===== src/modt_pkg.sv =====
// Package: constants and carrier types for the opcode decode and timing block.
package modt_pkg;

    // ==========================================================
    // Condition flag positions
    localparam int FLAG_H = 4;
    localparam int FLAG_I = 3;
    localparam int FLAG_N = 2;
    localparam int FLAG_Z = 1;
    localparam int FLAG_C = 0;
    localparam logic [4:0] FLAGS_RESET = 5'h08;
    localparam logic [4:0] MASK_NONE = 5'h00;
    localparam logic [4:0] MASK_NZ = 5'h06;
    localparam logic [4:0] MASK_NZC = 5'h07;
    localparam logic [4:0] MASK_HNZC = 5'h17;
    localparam logic [4:0] MASK_C = 5'h01;
    localparam logic [4:0] MASK_I = 5'h08;
    localparam logic [4:0] MASK_ALL = 5'h1f;
    localparam int HALF_CARRY_BIT = 3;

    // ==========================================================
    // Lengths and cycle counts
    localparam logic [1:0] LEN_1 = 2'h1;
    localparam logic [1:0] LEN_2 = 2'h2;
    localparam logic [1:0] LEN_3 = 2'h3;
    localparam logic [3:0] CYC_BIT_BRANCH = 4'ha;
    localparam logic [3:0] CYC_BIT_SETCLR = 4'h7;
    localparam logic [3:0] CYC_REL = 4'h4;
    localparam logic [3:0] CYC_RMW_DIR = 4'h6;
    localparam logic [3:0] CYC_RMW_ACC = 4'h4;
    localparam logic [3:0] CYC_RMW_X1 = 4'h7;
    localparam logic [3:0] CYC_RMW_X0 = 4'h6;
    localparam logic [3:0] CYC_INH = 4'h2;
    localparam logic [3:0] CYC_IMM = 4'h2;
    localparam logic [3:0] CYC_DIR = 4'h4;
    localparam logic [3:0] CYC_EXT = 4'h5;
    localparam logic [3:0] CYC_X2 = 4'h6;
    localparam logic [3:0] CYC_X1 = 4'h5;
    localparam logic [3:0] CYC_X0 = 4'h4;
    localparam logic [3:0] CYC_RTI = 4'h9;
    localparam logic [3:0] CYC_RTS = 4'h6;
    localparam logic [3:0] CYC_SWI = 4'hb;
    localparam logic [3:0] CYC_BSR = 4'h8;
    localparam logic [3:0] CYC_UNDEF = 4'h2;
    localparam logic [3:0] ADJ_STORE = 4'h1;
    localparam logic [3:0] ADJ_JMP = 4'hf;
    localparam logic [3:0] ADJ_JSR = 4'h3;

    // ==========================================================
    // Timer control layout
    localparam int TCTL_WIDTH = 6;
    localparam int TCTL_DIV_LSB = 0;
    localparam int TCTL_SRC_BIT = 5;
    localparam logic [5:0] TCTL_RESET = 6'h00;

    // ==========================================================
    // Carrier types
    typedef struct packed {
        logic undefined;
        logic [1:0] length;
        logic [3:0] cycles;
        logic [4:0] affect;
        logic [4:0] force_set;
        logic [4:0] force_clr;
        logic load_stack;
    } modt_decode_s;

    typedef struct packed {
        logic [7:0] operand_a;
        logic [7:0] operand_b;
        logic [7:0] result;
        logic carry;
    } modt_alu_s;

endpackage : modt_pkg


===== src/modt_decoder.sv =====
// Opcode decode, cycle timing, condition flags and timer control setup.
`timescale 1ns/10ps
// Notes on behaviour
// - Some opcode positions are undefined and decode to no instruction.
// - Length and cycles follow the opcode column, bit test-and-branch 3/10, bit set/clear 2/7, relative branch 2/4.
// - Return from interrupt takes 9 cycles, return from subroutine 6, software interrupt 11, branch to subroutine 8.
// - Store accumulator and store index add one cycle, jump subtracts one, jump to subroutine adds three.
// - Half carry captures carry out of bit 3, and the register also holds mask, negative, zero and carry flags.
// - An affected flag is set when its condition holds and cleared otherwise, others keep their value unless the opcode forces them set or clear.
// - Return from interrupt reloads every flag from the stacked value.
// - The timer control bits can select the external clock divided by 128.
// - In the mask-programmed variant writes to timer control bits 0 to 5 have no effect.
module modt_decoder #(
    parameter int MASK_VARIANT = 0
) (
    input wire logic CLK_SYS,
    input wire logic RST_N,
    input wire logic OPCODE_VALID,
    input wire logic [7:0] OPCODE,
    input wire logic FLAG_UPDATE,
    input wire modt_pkg::modt_alu_s ALU,
    input wire logic [4:0] STACK_FLAGS,
    input wire logic TCTL_WRITE,
    input wire logic [5:0] TCTL_WDATA,
    output logic DECODE_VALID,
    output logic INSTR_UNDEFINED,
    output logic [1:0] INSTR_LENGTH,
    output logic [3:0] INSTR_CYCLES,
    output logic [4:0] FLAGS,
    output logic [5:0] TIMER_CTRL,
    output logic [7:0] TIMER_DIV_RATIO,
    output logic TIMER_EXT_CLK
);

    // ==========================================================
    // Elaboration check
    generate
        if (MASK_VARIANT < 0 || MASK_VARIANT > 1) begin : g_bad_variant
            $error("MASK_VARIANT must be 0 or 1");
        end
    endgenerate

    // ==========================================================
    // Functions
    function automatic logic half_carry(input logic [7:0] a, input logic [7:0] b,
                                        input logic [7:0] r);
        logic ha;
        logic hb;
        logic hr;
        ha = a[modt_pkg::HALF_CARRY_BIT];
        hb = b[modt_pkg::HALF_CARRY_BIT];
        hr = r[modt_pkg::HALF_CARRY_BIT];
        half_carry = (ha & hb) | (hb & ~hr) | (~hr & ha);
    endfunction : half_carry

    function automatic modt_pkg::modt_decode_s decode(input logic [7:0] op);
        modt_pkg::modt_decode_s d;
        logic [3:0] hi;
        logic [3:0] lo;
        hi = op[7:4];
        lo = op[3:0];
        d = '0;
        case (hi)
            4'h0: begin
                d.length = modt_pkg::LEN_3;
                d.cycles = modt_pkg::CYC_BIT_BRANCH;
                d.affect = modt_pkg::MASK_C;
            end
            4'h1: begin
                d.length = modt_pkg::LEN_2;
                d.cycles = modt_pkg::CYC_BIT_SETCLR;
            end
            4'h2: begin
                d.length = modt_pkg::LEN_2;
                d.cycles = modt_pkg::CYC_REL;
            end
            4'h3, 4'h4, 4'h5, 4'h6, 4'h7: begin
                case (hi)
                    4'h3: d.cycles = modt_pkg::CYC_RMW_DIR;
                    4'h6: d.cycles = modt_pkg::CYC_RMW_X1;
                    4'h7: d.cycles = modt_pkg::CYC_RMW_X0;
                    default: d.cycles = modt_pkg::CYC_RMW_ACC;
                endcase
                d.length = (hi == 4'h3 || hi == 4'h6) ? modt_pkg::LEN_2 : modt_pkg::LEN_1;
                case (lo)
                    4'h1, 4'h2, 4'h5, 4'hb, 4'he: d.undefined = 1'b1;
                    4'ha, 4'hc, 4'hd, 4'hf: d.affect = modt_pkg::MASK_NZ;
                    default: d.affect = modt_pkg::MASK_NZC;
                endcase
            end
            4'h8: begin
                d.length = modt_pkg::LEN_1;
                case (lo)
                    4'h0: begin
                        d.cycles = modt_pkg::CYC_RTI;
                        d.load_stack = 1'b1;
                    end
                    4'h1: d.cycles = modt_pkg::CYC_RTS;
                    4'h3: begin
                        d.cycles = modt_pkg::CYC_SWI;
                        d.force_set = modt_pkg::MASK_I;
                    end
                    default: d.undefined = 1'b1;
                endcase
            end
            4'h9: begin
                d.length = modt_pkg::LEN_1;
                d.cycles = modt_pkg::CYC_INH;
                case (lo)
                    4'h7, 4'hc, 4'hd, 4'hf: d.affect = modt_pkg::MASK_NONE;
                    4'h8: d.force_clr = modt_pkg::MASK_C;
                    4'h9: d.force_set = modt_pkg::MASK_C;
                    4'ha: d.force_clr = modt_pkg::MASK_I;
                    4'hb: d.force_set = modt_pkg::MASK_I;
                    default: d.undefined = 1'b1;
                endcase
            end
            default: begin
                case (hi)
                    4'ha: d.cycles = modt_pkg::CYC_IMM;
                    4'hb: d.cycles = modt_pkg::CYC_DIR;
                    4'hc: d.cycles = modt_pkg::CYC_EXT;
                    4'hd: d.cycles = modt_pkg::CYC_X2;
                    4'he: d.cycles = modt_pkg::CYC_X1;
                    default: d.cycles = modt_pkg::CYC_X0;
                endcase
                case (hi)
                    4'hc, 4'hd: d.length = modt_pkg::LEN_3;
                    4'hf: d.length = modt_pkg::LEN_1;
                    default: d.length = modt_pkg::LEN_2;
                endcase
                case (lo)
                    4'h0, 4'h1, 4'h2, 4'h3: d.affect = modt_pkg::MASK_NZC;
                    4'h9, 4'hb: d.affect = modt_pkg::MASK_HNZC;
                    4'hc, 4'hd: d.affect = modt_pkg::MASK_NONE;
                    default: d.affect = modt_pkg::MASK_NZ;
                endcase
                if (hi == 4'ha) begin
                    if (lo == 4'h7 || lo == 4'hc || lo == 4'hf) begin
                        d.undefined = 1'b1;
                    end else if (lo == 4'hd) begin
                        d.cycles = modt_pkg::CYC_BSR;
                    end
                end else if (lo == 4'h7 || lo == 4'hf) begin
                    d.cycles = d.cycles + modt_pkg::ADJ_STORE;
                end else if (lo == 4'hc) begin
                    d.cycles = d.cycles + modt_pkg::ADJ_JMP;
                end else if (lo == 4'hd) begin
                    d.cycles = d.cycles + modt_pkg::ADJ_JSR;
                end
            end
        endcase
        if (d.undefined) begin
            d.length = modt_pkg::LEN_1;
            d.cycles = modt_pkg::CYC_UNDEF;
            d.affect = modt_pkg::MASK_NONE;
            d.force_set = modt_pkg::MASK_NONE;
            d.force_clr = modt_pkg::MASK_NONE;
            d.load_stack = 1'b0;
        end
        decode = d;
    endfunction : decode

    // ==========================================================
    // Decode stage
    modt_pkg::modt_decode_s cur;
    modt_pkg::modt_decode_s next_cur;
    logic next_valid;

    always_comb begin
        next_cur = cur;
        next_valid = 1'b0;
        if (OPCODE_VALID) begin
            next_cur = decode(OPCODE);
            next_valid = 1'b1;
        end
    end

    always_ff @(posedge CLK_SYS) begin
        if (!RST_N) begin
            cur <= '0;
            DECODE_VALID <= 1'b0;
        end else begin
            cur <= next_cur;
            DECODE_VALID <= next_valid;
        end
    end

    assign INSTR_UNDEFINED = cur.undefined;
    assign INSTR_LENGTH = cur.length;
    assign INSTR_CYCLES = cur.cycles;

    // ==========================================================
    // Condition flags
    // Mask and forced bits come from the opcode already decoded, so the
    // datapath must pulse FLAG_UPDATE no earlier than DECODE_VALID.
    logic [4:0] next_flags;
    logic [4:0] tested;

    always_comb begin
        tested = '0;
        tested[modt_pkg::FLAG_H] = half_carry(ALU.operand_a, ALU.operand_b, ALU.result);
        tested[modt_pkg::FLAG_N] = ALU.result[7];
        tested[modt_pkg::FLAG_Z] = (ALU.result == 8'h00);
        tested[modt_pkg::FLAG_C] = ALU.carry;
        next_flags = FLAGS;
        if (FLAG_UPDATE) begin
            if (cur.load_stack) begin
                next_flags = STACK_FLAGS & modt_pkg::MASK_ALL;
            end else begin
                next_flags = (FLAGS & ~cur.affect) | (tested & cur.affect);
                next_flags = (next_flags | cur.force_set) & ~cur.force_clr;
            end
        end
    end

    always_ff @(posedge CLK_SYS) begin
        if (!RST_N) begin
            FLAGS <= modt_pkg::FLAGS_RESET;
        end else begin
            FLAGS <= next_flags;
        end
    end

    // ==========================================================
    // Timer control setup
    // Software is expected to write these bits once right after reset; the
    // mask-programmed variant has no such bits, so the write is dropped there.
    logic [5:0] next_tctl;
    logic [7:0] next_ratio;

    always_comb begin
        next_tctl = TIMER_CTRL;
        if (TCTL_WRITE && MASK_VARIANT == 0) begin
            next_tctl = TCTL_WDATA;
        end
        next_ratio = 8'h01 << next_tctl[modt_pkg::TCTL_DIV_LSB +: 3];
    end

    always_ff @(posedge CLK_SYS) begin
        if (!RST_N) begin
            TIMER_CTRL <= modt_pkg::TCTL_RESET;
            TIMER_DIV_RATIO <= 8'h01;
            TIMER_EXT_CLK <= 1'b0;
        end else begin
            TIMER_CTRL <= next_tctl;
            TIMER_DIV_RATIO <= next_ratio;
            TIMER_EXT_CLK <= next_tctl[modt_pkg::TCTL_SRC_BIT];
        end
    end

endmodule : modt_decoder


===== config.mk =====
export PLATFORM = sky130hd
export DESIGN_NAME = modt_decoder
export DESIGN_NICKNAME = d
export VERILOG_FILES = /design/src/modt_pkg.sv /design/src/modt_decoder.sv
export SDC_FILE = /design/constraint.sdc
export NUM_CORES = 1
export LEC_CHECK = 0
export BUFFER_PORTS_ARGS = -buffer_cell sky130_fd_sc_hd__buf_4
export CORE_AREA = 2 2 71 73
export CTS_CLUSTER_SIZE = 40
export DETAILED_ROUTE_END_ITERATION = 6
export DIE_AREA = 0 0 73 75
export HOLD_SLACK_MARGIN = 0.1
export PLACE_DENSITY_LB_ADDON = 0.15
export REMOVE_ABC_BUFFERS = 1
export SLEW_MARGIN = 20
export SYNTH_ARGS = -nofsm -noshare
export SYNTH_HDL_FRONTEND = slang
export SYNTH_SLANG_ARGS = --single-unit
export TNS_END_PERCENT = 5

===== constraint.sdc =====
create_clock -name CLK_SYS -period 2.1 [get_ports CLK_SYS]
set_clock_uncertainty 0.15 [all_clocks]
set_input_delay 0.42 -clock CLK_SYS [delete_from_list [all_inputs] [get_ports CLK_SYS]]
set_output_delay 0.42 -clock CLK_SYS [all_outputs]
set_load 0.005 [all_outputs]

==> results.md <==
- Flop-to-flop setup slack: 0.60 ns
- Final hold violation count: 0
- Vias in the first global route: 1,774
- Dpl ws: -0.0152 ns
- Final min period: 1.79 ns
- Synth area leader: dfxtp_1
- Yosys reg bits: 35
- Crit start category: input pin
- Synth warn: 0
- Filler instances: 432
- Max Fanout on Critical Path: 8
- CP arrival: 1.87 ns
- Slew Viols, Final: 0
- Ys async rst share: 0%
- Detail Route Antenna Nets: 0
- Die area: 0.00548 mm2
- Dpl cells: 363
- Setup crit end kind: flop
- Post-synthesis cell type count: 55
- Global-route wire length before repair: 8110 um
- Pre-antenna DRT Iters: 4
- Clock Tree Buf Depth: 2
- DR vias/cell: 5.19
- GRT overflow: 0
- Gr usage total: 19.2%
- Ports: 77
- DP Wirelength: 3870 um
- Post-route DRC: 0
- Slowest cell delay on critical path: 0.33 ns
- Fin cells: 371
- CTS H-tree depth: 2
- Via count: 1,927
- Min-Delay Path Class: in2reg
- Commonest cells post-synth: dfxtp_1 (35), nand2_1 (25), nor2_1 (23), a21oi_1 (13), nor2b_1 (13)
- Row count: 25
- WL per Instance: 13.3 um
- Synth-to-layout area growth: 35.4%
- Root buffer cell: clkbuf_8
- Crit-path slowest cell: ha_1
- TritonCTS buffer count: 5
- Syn avg cell area: 8.36 um2
- CTS resizes: 0
- Status: completed
- Top FF cell, synth: dfxtp_1
- Top-area cell type share of the netlist area: 35.1%
- Most frequent cell after synthesis: dfxtp_1
- Area contributors post-synth: dfxtp_1 (35%), nand2_1 (4.7%), mux2i_1 (4.5%)
- Worst vdd ir: 270 uV
- Post-CTS setup buffers: 0
- Worst-margin pin slew: 0.445 ns
- N_diodes: 0
- Flip-flop and latch area: 701 um2
- RSZ-0062 raised after global routing: false
- Initial antenna violation count: 0
- PwrDens: 559 mW/mm2
- Setup ws final: 0.308 ns
- Die Ht: 75 um
- Layout cell share with drive strength beyond 1: 34.4%
- Leak: 0.00120 uW
- Routed WL: 4950 um
- CTS tree: done
- Clk_lat worst skew: 0.29 ns
- Hold_buf cts: 0
- Post-synth EDFFs: 0
- Initial DRC count: 94
- Cells after synthesis: 239
- Port bufs: 62
- Sequential element share of the synthesized area: 35.1%
- Area occupied by multi-input gates: 0.00113 mm2
- Pin count of the biggest net entering global routing: 17
- Worst path buffer plus inverter count: 1
- Post-synthesis cell area: 0.00200 mm2
- CTS Sinks: 35
- Core area: 0.00466 mm2
- Placer Congestion: 0.851
- Fmax: 558 MHz
- WS Path Type: in2reg
- Initial Utilization: 42.9%
- Die extent in x: 73 um
- Cell Chain, Critical Path: buf_4 -> nand2b_1 -> mux2i_1 -> nand2_1 -> ha_1 -> nor2b_1 -> o31ai_1 -> o2111ai_1 -> a31oi_1
- Clock transition at path regs: 0.07 ns
- # nets final: 368
- Final cycle utilization of the critical path: 85.3%
- Max_cap viols: 0
- Rel. slew slack: 70.0%
- Final setup viols: 0
- Worst Path Required: 2.18 ns
- Top delay family on crit path: simple AND/OR/NAND/NOR gates
-- cell usage in the layout, fill, tap and decap left out, drive strengths merged, types with 2 or more instances in the layout --
cell type   n
a211oi      2
nor3        4
or4         2
nor4        2
a2bb2oi     3
nand2      25
ha          3
dfxtp      35
o22ai       3
mux2i       9
a32o        2
o21a        3
o31ai       7
or2         3
o21ai      17
a31oi       3
nand2b     12
inv        10
a32oi       2
nor2       23
buf        91
a21oi      13
nor2b      13
clkbuf      6
-- stage by stage --
stage	power (uW)	utilization, %	setup TNS, ns	area [um2]	hold slack [ns]
finish	1510	58.0	0	2710	0.236
global route	1600	58.0	0	2710	0.235
CTS	1530	58.0	0	2710	0.226
detailed placement	1060	56.2	-0.0152	2620	0.294
global placement	1060	56.2	0	2620	0.288
floorplan	862	-	0	1870	0.271
-- sequential cells by signal, indices dropped and copies added, names as in the netlist, named ones only --
| register | count |
|---|---|
| INSTR_UNDEFINED | 1 |
| INSTR_CYCLES | 4 |
| DECODE_VALID | 1 |
| FLAGS | 2 |
| TIMER_CTRL | 6 |
| INSTR_LENGTH | 2 |
| TIMER_DIV_RATIO | 8 |
| cur | 8 |
-- metal layers --
| metal | vias to the layer above | GRT usage, % | part of all wire, % |
|---|---|---|---|
| met3 | 8 | 4.28 | 6.0 |
| li1 | 1001 | - | - |
| met4 | 0 | 7.41 | 1.5 |
| met5 | - | 0 | 0 |
| met2 | 62 | 31.5 | 48 |
| met1 | 856 | 24.6 | 45 |
-- final timing paths --
check	end	start	cells past startpoint
max	INSTR_CYCLES[1]	OPCODE[4]	9
min	TIMER_CTRL[5]	TCTL_WDATA[5]	3
max reg2reg	flop	cur[0]	4
min reg2reg	INSTR_LENGTH[1]	INSTR_LENGTH[1]	2
-- worst register-to-register path, delay by kind of cell (launching register included) --
| family | cells | cell delay, ns |
|---|---|---|
| flip-flops | 1 | 0.31 |
| AND/OR/NAND/NOR | 2 | 0.62 |
| AO/OA/AOI/OAI | 2 | 0.36 |
-- report_power, final --
part | switching [uW] | internal, uW | leakage [uW] | total (uW)
Clock | 237 | 231 | 0.0000412 | 469
Sequential | 15.7 | 694 | 0.000286 | 710
Combinational | 155 | 180 | 0.000870 | 334
Total | 408 | 1110 | 0.00120 | 1510
-- final cells by class --
type / count / share of cell area (%)
Clock buffer: 6 / 2.68
Clock inverter: 2 / 0.463
Inverter: 10 / 1.39
Multi-Input combinational cell: 173 / 41.8
Sequential cell: 35 / 25.9
Tap cell: 54 / 2.50
Timing Repair Buffer: 91 / 25.3
-- cells by family after synthesis --
family | synth area share, %
AND/OR/NAND/NOR | 24.0
adder cells (fa/ha/maj) | 2.38
multiplexers | 4.51
flip-flops | 35.1
XOR/XNOR | 0.438
buffers and inverters | 8.33
AO/OA/AOI/OAI | 25.3
(Power assumes the default switching activity.)
